==> src/ods_regs.svh <==
// Contract
// - each channel holds code 0..255; output is ref*code/256*(1+range_double).
// - range_double 0 gives unity span, 1 gives twice the reference span.
// - at power up every channel code is cleared to zero, outputs at ground.
// - with latch_strobe high, data is shifted in on each serial clock fall.
// - a low pulse on latch_strobe moves the shifted word to the selected channel.
// - with update_strobe low, the selected output updates on latch_strobe fall.
// - with update_strobe high, values are held until update_strobe pulses low.
// - the command word is shifted most significant bit first.
// - a word may arrive as two bursts of eight clocks while latch_strobe stays high.
// - channel_select 000 picks the first output up to 111 for the eighth.
// - code_bits 7 is most significant, 0 least; all zero drives ground.
// - the word is 12 bits: 8 code, 3 channel_select, 1 range_double.
// - channels are double buffered so all outputs can update together.
`ifndef ODS_REGS_SVH
`define ODS_REGS_SVH

`define ODS_NUM_CH 8
`define ODS_CODE_W 8
`define ODS_SEL_W 3
`define ODS_WORD_W 12
`define ODS_SEL_LSB 9
`define ODS_RANGE_BIT 8
`define ODS_CODE_LSB 0
`define ODS_BITCNT_W 5
`define ODS_BITCNT_MAX 5'h1F

`define ODS_ADDR_W 8
`define ODS_CTRL_OFS 8'h00
`define ODS_STATUS_OFS 8'h04
`define ODS_OUT_BASE 8'h20
`define ODS_HOLD_BASE 8'h40
`define ODS_CTRL_XFER_BIT 0
`define ODS_CTRL_CLEAR_BIT 1
`define ODS_STAT_WORD_LSB 0
`define ODS_STAT_BITS_LSB 16
`define ODS_STAT_LATCH_BIT 24
`define ODS_STAT_UPD_BIT 25
`define ODS_CH_RANGE_BIT 8

`define ODS_CODE_RST 8'h00
`define ODS_RANGE_RST 1'b0

`endif

==> src/ods_pkg.sv <==
package ods_pkg;
  typedef logic [7:0] ods_code_t;
  typedef logic [11:0] ods_word_t;
  typedef logic [2:0] ods_sel_t;
  typedef enum logic [0:0] {ODS_BUS_IDLE, ODS_BUS_ACK} ods_bus_t;
endpackage

==> src/ods_sync.sv <==
`timescale 1ns/1ps
`default_nettype none
module ods_sync #(
  parameter int W = 1
) (
  input wire logic clk,
  input wire logic rst_b,
  input wire logic [W-1:0] d,
  output logic [W-1:0] q
);
  logic [W-1:0] meta_q;
  logic [W-1:0] sync_q;

  // first stage feeds only the second stage
  always_ff @(posedge clk or negedge rst_b) begin
    if (!rst_b) begin
      meta_q <= '0;
      sync_q <= '0;
    end else begin
      meta_q <= d;
      sync_q <= meta_q;
    end
  end

  assign q = sync_q;
endmodule // ods_sync
`default_nettype wire

==> src/ods_shift.sv <==
`timescale 1ns/1ps
`default_nettype none
`include "ods_regs.svh"
module ods_shift (
  input wire logic clk,
  input wire logic rst_b,
  input wire logic sclk_s,
  input wire logic data_s,
  input wire logic latch_s,
  output ods_pkg::ods_word_t word_q,
  output logic [`ODS_BITCNT_W-1:0] bits_q,
  output logic take
);
  logic sclk_prev_q;
  logic latch_prev_q;
  logic sclk_fall;

  assign sclk_fall = sclk_prev_q & ~sclk_s;
  assign take = latch_prev_q & ~latch_s;

  always_ff @(posedge clk or negedge rst_b) begin
    if (!rst_b) begin
      sclk_prev_q <= 1'b0;
      latch_prev_q <= 1'b0;
    end else begin
      sclk_prev_q <= sclk_s;
      latch_prev_q <= latch_s;
    end
  end

  // no bit framing: extra bits simply fall off the top, so split bursts work
  always_ff @(posedge clk or negedge rst_b) begin
    if (!rst_b) begin
      word_q <= '0;
    end else if (sclk_fall && latch_s) begin
      word_q <= {word_q[`ODS_WORD_W-2:0], data_s};
    end
  end

  always_ff @(posedge clk or negedge rst_b) begin
    if (!rst_b) begin
      bits_q <= '0;
    end else if (take) begin
      bits_q <= '0;
    end else if (sclk_fall && latch_s && bits_q != `ODS_BITCNT_MAX) begin
      bits_q <= bits_q + 1'b1;
    end
  end
endmodule // ods_shift
`default_nettype wire

==> src/ods_top.sv <==
`timescale 1ns/1ps
`default_nettype none
`include "ods_regs.svh"
module ods_top #(
  parameter int NUM_CH = `ODS_NUM_CH
) (
  input wire logic clk,
  input wire logic rst_b,
  input wire logic serial_clk,
  input wire logic serial_data,
  input wire logic latch_strobe,
  input wire logic update_strobe,
  input wire logic [`ODS_ADDR_W-1:0] avs_address,
  input wire logic avs_read,
  input wire logic avs_write,
  input wire logic [31:0] avs_writedata,
  input wire logic [3:0] avs_byteenable,
  output logic [31:0] avs_readdata,
  output logic avs_waitrequest,
  output logic [NUM_CH*`ODS_CODE_W-1:0] chan_code,
  output logic [NUM_CH-1:0] chan_range
);
  // pin synchronisers
  logic [3:0] pins_s;
  logic sclk_s;
  logic data_s;
  logic latch_s;
  logic upd_s;

  ods_sync #(.W(4)) u_sync (
    .clk(clk),
    .rst_b(rst_b),
    .d({serial_clk, serial_data, latch_strobe, update_strobe}),
    .q(pins_s)
  );

  assign sclk_s = pins_s[3];
  assign data_s = pins_s[2];
  assign latch_s = pins_s[1];
  assign upd_s = pins_s[0];

  // serial shifter
  ods_pkg::ods_word_t word;
  logic [`ODS_BITCNT_W-1:0] bits;
  logic take;

  ods_shift u_shift (
    .clk(clk),
    .rst_b(rst_b),
    .sclk_s(sclk_s),
    .data_s(data_s),
    .latch_s(latch_s),
    .word_q(word),
    .bits_q(bits),
    .take(take)
  );

  // field split of the command word
  ods_pkg::ods_sel_t word_sel;
  ods_pkg::ods_code_t word_code;
  logic word_range;

  assign word_sel = word[`ODS_SEL_LSB +: `ODS_SEL_W];
  assign word_range = word[`ODS_RANGE_BIT];
  assign word_code = word[`ODS_CODE_LSB +: `ODS_CODE_W];

  // update strobe edge
  logic upd_prev_q;
  logic upd_fall;

  always_ff @(posedge clk or negedge rst_b) begin
    if (!rst_b) begin
      upd_prev_q <= 1'b0;
    end else begin
      upd_prev_q <= upd_s;
    end
  end

  assign upd_fall = upd_prev_q & ~upd_s;

  // register bus
  ods_pkg::ods_bus_t bus_q;
  logic [31:0] rdata_q;
  logic req;
  logic wr_go;
  logic soft_xfer;
  logic soft_clear;
  logic is_ctrl;
  logic is_status;
  logic is_out;
  logic is_hold;
  logic [`ODS_SEL_W-1:0] reg_ch;

  assign req = (avs_read | avs_write) && bus_q == ods_pkg::ODS_BUS_IDLE;
  assign wr_go = avs_write && bus_q == ods_pkg::ODS_BUS_ACK;
  assign is_ctrl = avs_address == `ODS_CTRL_OFS;
  assign is_status = avs_address == `ODS_STATUS_OFS;
  assign is_out = avs_address[7:5] == `ODS_OUT_BASE >> 5 && avs_address[1:0] == 2'h0;
  assign is_hold = avs_address[7:5] == `ODS_HOLD_BASE >> 5 && avs_address[1:0] == 2'h0;
  assign reg_ch = avs_address[4:2];
  assign soft_xfer = wr_go && is_ctrl && avs_byteenable[0] && avs_writedata[`ODS_CTRL_XFER_BIT];
  assign soft_clear = wr_go && is_ctrl && avs_byteenable[0] && avs_writedata[`ODS_CTRL_CLEAR_BIT];

  // double buffered channel storage
  logic [`ODS_CODE_W-1:0] hold_code_q [NUM_CH];
  logic [NUM_CH-1:0] hold_range_q;
  logic [`ODS_CODE_W-1:0] out_code_q [NUM_CH];
  logic [NUM_CH-1:0] out_range_q;
  logic xfer_all;
  logic [NUM_CH*`ODS_CODE_W-1:0] hold_flat;

  // a software transfer behaves like an update_strobe low pulse
  assign xfer_all = upd_fall | soft_xfer;

  genvar g;
  generate
    for (g = 0; g < NUM_CH; g++) begin : g_ch
      logic hit;
      logic [`ODS_CODE_W-1:0] hold_code_d;
      logic hold_range_d;

      assign hit = take && word_sel == ods_pkg::ods_sel_t'(g);
      assign hold_code_d = hit ? word_code : hold_code_q[g];
      assign hold_range_d = hit ? word_range : hold_range_q[g];

      always_ff @(posedge clk or negedge rst_b) begin
        if (!rst_b) begin
          hold_code_q[g] <= `ODS_CODE_RST;
          hold_range_q[g] <= `ODS_RANGE_RST;
        end else if (soft_clear) begin
          hold_code_q[g] <= `ODS_CODE_RST;
          hold_range_q[g] <= `ODS_RANGE_RST;
        end else begin
          hold_code_q[g] <= hold_code_d;
          hold_range_q[g] <= hold_range_d;
        end
      end

      // a word taken with update_strobe low goes straight through
      always_ff @(posedge clk or negedge rst_b) begin
        if (!rst_b) begin
          out_code_q[g] <= `ODS_CODE_RST;
          out_range_q[g] <= `ODS_RANGE_RST;
        end else if (soft_clear) begin
          out_code_q[g] <= `ODS_CODE_RST;
          out_range_q[g] <= `ODS_RANGE_RST;
        end else if (xfer_all || (hit && !upd_s)) begin
          out_code_q[g] <= hold_code_d;
          out_range_q[g] <= hold_range_d;
        end
      end

      // analog stage forms ref*code/256*(1+range) from these bits
      assign chan_code[g*`ODS_CODE_W +: `ODS_CODE_W] = out_code_q[g];
      assign chan_range[g] = out_range_q[g];
      assign hold_flat[g*`ODS_CODE_W +: `ODS_CODE_W] = hold_code_q[g];
    end
  endgenerate

  // read mux
  logic [31:0] rd_d;
  logic [31:0] rd_status;
  logic [31:0] rd_out;
  logic [31:0] rd_hold;

  assign rd_status = {6'h00, upd_s, latch_s, 3'h0, bits, 4'h0, word};
  assign rd_out = {23'h000000, out_range_q[reg_ch], out_code_q[reg_ch]};
  assign rd_hold = {23'h000000, hold_range_q[reg_ch], hold_code_q[reg_ch]};
  assign rd_d = is_status ? rd_status : is_out ? rd_out : is_hold ? rd_hold : 32'h00000000;

  // one wait state: answer the cycle after the request is seen
  always_ff @(posedge clk or negedge rst_b) begin
    if (!rst_b) begin
      bus_q <= ods_pkg::ODS_BUS_IDLE;
      rdata_q <= 32'h00000000;
    end else begin
      unique case (bus_q)
        ods_pkg::ODS_BUS_IDLE: begin
          if (req) begin
            bus_q <= ods_pkg::ODS_BUS_ACK;
            rdata_q <= avs_read ? rd_d : 32'h00000000;
          end
        end
        ods_pkg::ODS_BUS_ACK: begin
          bus_q <= ods_pkg::ODS_BUS_IDLE;
        end
      endcase
    end
  end

  assign avs_readdata = rdata_q;
  assign avs_waitrequest = bus_q != ods_pkg::ODS_BUS_ACK;

  // helper for the power-up check
  logic touched_q;

  always_ff @(posedge clk or negedge rst_b) begin
    if (!rst_b) begin
      touched_q <= 1'b0;
    end else if (take || xfer_all) begin
      touched_q <= 1'b1;
    end
  end
endmodule // ods_top
`default_nettype wire

==> config.mk <==
export PLATFORM = sky130hd
export DESIGN_NAME = ods_top
export DESIGN_NICKNAME = d
export VERILOG_FILES = /design/src/ods_pkg.sv /design/src/ods_sync.sv /design/src/ods_shift.sv /design/src/ods_top.sv
export VERILOG_INCLUDE_DIRS = /design/src
export SDC_FILE = /design/constraint.sdc
export NUM_CORES = 1
export LEC_CHECK = 0
export BUFFER_PORTS_ARGS = -buffer_cell sky130_fd_sc_hd__buf_2
export CAP_MARGIN = 15
export CORE_MARGIN = 2
export CORE_UTILIZATION = 51
export DETAILED_ROUTE_END_ITERATION = 8
export PLACE_DENSITY = 0.83
export SETUP_SLACK_MARGIN = 0.02
export SLEW_MARGIN = 15
export SYNTH_ARGS = -nofsm -noshare
export SYNTH_HDL_FRONTEND = slang
export SYNTH_SLANG_ARGS = --single-unit
==> constraint.sdc <==
create_clock -name clk -period 2.13 [get_ports clk]
set_clock_uncertainty 0.2 [all_clocks]
set_input_delay 0.3195 -clock clk [delete_from_list [all_inputs] [get_ports clk]]
set_output_delay 0.3195 -clock clk [all_outputs]
set_load 0.03 [all_outputs]
# == Word-level counts from Yosys, hierarchy flattened ==
# Index checks and enable logic that the tools add are counted.
# totals
ff_bits,205
output_inout_bits,105
in_bits,52
# classes
n_reduce_logical,48
order_cmp,2
eq_ne,11
muxes,82
bitwise,10
addsub,1
# op_table
cell,n
8-bit 2-to-1 mux,36
26-bit 2-to-1 mux,2
8-bit binary-select mux with 3-bit select,2
1-bit 2-to-1 mux,35
1-bit logical AND,26
9-bit 2-to-1 mux,2
2-bit nonzero test,9
3-bit equality test (second input constant),4
5-bit 2-to-1 mux,2
3-bit by 2-bit equality test with 1-bit output (second input constant),3
8-bit by 3-bit equality test with 1-bit output (second input constant),1
8-bit logical NOT,1
1-bit logical OR,8
1-bit binary-select mux with 3-bit select,2
3-bit by 1-bit equality test with 1-bit output (second input constant),2
5-bit by 1-bit adder with 5-bit output (second input constant),1
5-bit inequality test (second input constant),1
4-bit greater-or-equal comparator (second input constant),1
3-bit by 4-bit < comparator with 1-bit output (second input constant),1
1-bit NOT,4
3-bit NOT with 4-bit output,1
1-bit AND,3
3-bit logical NOT,1
2-bit logical NOT,1
4 further kinds,5

# == Longest topological paths before layout ==
# depth
depth_word,8
mapped_depth,7
mapped_depth_nobuf,7

# == Hierarchy ==
# From an unflattened synthesis, not the netlist that was laid out.
# unflattened
cells_unflattened,731
area_unflattened_um2,9290.2
# by_module_without_submodules
mod,area_each_um2,n_inst,cells_per_inst
ods_top,8328.0,1,669
ods_shift,762.0,1,54
ods_sync,200.2,1,8

# == Worst setup path after synthesis ==
# Ideal clock, no wire load.
# synth_path
path_kind,register to register
startpoint,register u_shift.bits_q[0]
endpoint,register u_shift.bits_q[3]
setup_slack_ps,-103
arrival_ps,1904
path_stages_with_launch,8
setup_ps,129
cell_sequence,dfrtp_1 > ha_1 > and3_1 > ha_1 > nor4bb_1 > nand4_1 > xor2_1 > nor2_1
# synth_between
elab_chain_len,3
# synth_lines
element,line,source
"start, declared",ods_shift.sv:11,"output logic [`ODS_BITCNT_W-1:0] bits_q,"
"start signal, assigned",ods_shift.sv:46,bits_q <= bits_q + 1'b1;
5-bit by 1-bit adder with 5-bit output or 5-bit inequality test (tied branches),n/a,
5-bit 2-to-1 mux or 1-bit logical AND (tied branches),n/a,
5-bit 2-to-1 mux or 2-bit nonzero test (tied branches),n/a,
# Parallel ways exist; a longest one is shown, timed or not. The select of a mux whose other input is x is not followed.
# A chain may end at the register's enable or synchronous reset.

# == Worst setup path after layout ==
# layout_path
startpoint,register u_shift.bits_q[1]
endpoint,register u_shift.bits_q[3]
# Same word-level chain as after synthesis.

==> qor.yml <==
final_layout:
  num-fill-cells: 1338
  mostFrequentLayoutCell: "dfrtp_1"
  final_cell_mix: "dfrtp_1, mux2i_1, buf_2"
  syn_to_final_growth_pct: 22.4
  num-nets-final: 992
  final_core_util_pct: 64.1
  drive_gt1_share_pct: 37.1
  diodes: 0
setup_path:
  worstPathCellList: "ha_1, and3_4, ha_4, nor4bb_4, nand4_1, xor2_1, nor2_1"
  start_kind: "flop"
  max_stage_delay_ns: 0.41
  reg2reg_from: "u_shift.bits_q[1]"
  worst-setup-path-type: "flop to flop"
  crit_fanout: 3
  r2r_end: "u_shift.bits_q[3]"
  crit_slowest_cell: "dfrtp_1"
  arrival_ns: 2.15
  crit_path_end_kind: "flop"
  ff2ff_setup_slack_ns: 0.1
  worstPathRequired_ns: 2.24
  timing.critical_path.to: "u_shift.bits_q[3]"
  crit_start: "u_shift.bits_q[1]"
  reg2regPathDepth: 7
synth:
  synth_top_area_share_pct: 50.5
  async_reset_ff_share_pct: 100
  synthFlopType: "dfrtp_1"
  ys_seq_area_share_pct: 50.5
  synth.avg_cell_area_um2: 12.2
  yosysWarningCount: 0
  synth_cell_types: 45
  synth-edff-count: 0
  synth_area_leaders: "dfrtp_1, mux2i_1, a211oi_2"
  syn_area_mm2: 0.00951
  yosys_register_bits: 192
  yosysTopAreaCell: "dfrtp_1"
  synthCells: 780
drt:
  drt_iter0_markers: 764
  dr.pass1.iters: 5
  drc: 0
  drt-wirelength-per-cell_um: 22.8
  wl_mm: 26.9
  dr_total_vias: 7342
  viasPerCell: 6.23
  drtAntennaViolNets: 0
sta:
  tightest_slew_ns: 0.537
  period_share_pct: 95.5
  setup_viol_count_final: 0
  fin_crit_ns: 2.03
  fin_ws_ns: 0.0959
  rsz0062_at_grt: "true"
  hold_viol: 0
  relSlewSlack_pct: 64.2
  timing.hold.ws_ns: 0.0382
  final_max_slew_viol_count: 0
  timing.fmax_mhz: 492
power_and_ir_drop:
  power_frac_clock_pct: 34.1
  p_seq_share_pct: 48.7
  sw_frac_of_total_pct: 31.4
  power_density_mw_per_mm2: 783
  ir_drop_uv: 637
  share_comb_of_total_power_pct: 17.2
  power.switching_w: 0.00286
  leakage_nw: 4.82
  p_int_w: 0.00625
clock_tree:
  clock_latency_ns: 0.44
  cts-root-buf: "clkbuf_16"
  cts_tree: "done"
  cts_inserted_buffers: 17
  cts.path.max_buffers: 2
  clock-sinks: 192
  cts.clk_slew.worst_paths_ns: 0.07
  htree_num_levels: 4
global_routing:
  grt_pass1_vias: 7552
  grt_overflow: 0
  antenna_found_initial: 0
  grt.total_usage_pct: 27.9
  grt_pass1_wl_mm: 42.1
  grt_start_max_net_pins: 44
floorplanning:
  dieArea_mm2: 0.0198
  rows: 49
  die_h_um: 141
  coreArea_mm2: 0.0181
  initial_utilization_pct: 52.4
  pin_count: 157
  die-width_um: 141
place:
  dpl_worst_slack_ns: -0.123
  hpwl_mm: 19.2
  place.gp.congestion: 0.910
  port_buffers: 110
min_path:
  hold_class: "input port to flop"
  hold_path_depth: 4
  hold_start: "avs_address[0]"
status:
  status: "finished, final reports clean"
run:
  drv_cap: 0
routing by layer:
| layer | share of wire [%] | GRT usage (%) |
|---|---|---|
| met1 | 42 | 37.7 |
| met2 | 48 | 44.9 |
| met3 | 7.8 | 6.02 |
| met4 | 3.0 | 10.4 |
| met5 | 0 | 0 |
cells in the mapped netlist, types with 2 or more instances:
library cell / n
nand3_1: 10
and3_1: 2
mux2_2: 12
a211oi_1: 3
nand2_1: 9
nand2b_1: 12
mux2i_1: 115
a22oi_1: 24
o211ai_1: 8
nor3_1: 74
or3_1: 3
and2_1: 5
or3b_2: 3
o21ai_0: 4
o21ai_2: 8
buf_2: 22
ha_1: 2
nand3b_1: 4
buf_4: 13
xor2_1: 2
a21oi_1: 3
nor2b_1: 8
buf_6: 9
mux4_2: 19
a22o_1: 11
nor4_4: 2
clkbuf_1: 32
nor2_1: 78
nand4_1: 4
a211oi_2: 70
inv_1: 3
and3b_1: 2
dfrtp_1: 192
logic make-up (layout without fill, tap and decap cells):
kind of cell / Yosys count / after routing / share of synthesized area (%)
buffers and inverters: 80 / 238 / 4.67
AO/OA/AOI/OAI: 135 / 135 / 14.4
adder cells (fa/ha/maj): 2 / 2 / 0.263
XOR/XNOR: 3 / 3 / 0.276
AND/OR/NAND/NOR: 221 / 221 / 11.8
flip-flops: 192 / 192 / 50.5
multiplexers: 146 / 146 / 18.0
other: 1 / 13 / 0.0394
cell type report:
class,instances,area (um2),area share [%]
Sequential cell,192,4810,41.3
Inverter,3,11.3,0.0968
Tap cell,229,287,2.46
Timing Repair Buffer,204,1620,13.9
Clock inverter,13,126,1.09
Clock buffer,18,439,3.77
Multi-Input combinational cell,520,4350,37.4
worst min path at each step:
stage                                  to  slack, ns
after floorplan           avs_readdata[0]      -0.18
after global placement       chan_code[9]       0.09
after detailed placement    chan_code[10]       0.09
after CTS                 avs_readdata[0]       0.03
after global routing      avs_readdata[0]       0.07
final                     avs_readdata[0]       0.04
per-stage QoR:
step | cell area (um2) | TNS, ns | total power (W) | cells
global route | 11600 | -0.00465 | 0.00940 | 1179
global placement | 11000 | -4.64 | 0.00593 | 1141
CTS | 11600 | 0 | 0.00908 | 1177
finish | 11600 | 0 | 0.00911 | 1179
floorplan | 9630 | 0 | 0.00537 | 792
detailed placement | 11000 | -5.87 | 0.00600 | 1141
flip-flops by register name, summed over array words and instances, names as in the netlist:
| name | cells |
|---|---|
| chan_code | 64 |
| hold_code_q | 64 |
| avs_readdata | 19 |
| u_shift.word_q | 12 |
| chan_range | 8 |
| hold_range_q | 8 |
| u_shift.bits_q | 5 |
| u_sync.meta_q | 4 |
| u_sync.q | 4 |
| bus_q | 1 |
| u_shift.latch_prev_q | 1 |
| u_shift.sclk_prev_q | 1 |
| upd_prev_q | 1 |
power groups by stage:
stage	Combinational (W)	Sequential [W]	Clock, W
after floorplan	0.000972	0.00440	0
after global placement	0.00149	0.00445	0
after global routing	0.00167	0.00446	0.00327
after detailed placement	0.00153	0.00447	0
after CTS	0.00155	0.00441	0.00312
final	0.00156	0.00444	0.00311
critical path, delay by kind of cell (launching register included):
kind / cells / cell delay, ns
flip-flops: 1 / 0.41
AND/OR/NAND/NOR: 4 / 0.74
XOR/XNOR: 1 / 0.19
adder cells (fa/ha/maj): 2 / 0.38
timing repair:
action / 4_1_cts / 5_1_grt
pin swaps: 0 / 3
gates resized for setup: 1 / 4
endpoints found under the setup margin: 2 / 3
endpoints found under the hold margin: 152 / 0
buffers inserted: 0 / 2
hold buffers: 5 / 0
gates cloned: 0 / 0
Power figures use the tool's default switching activity.
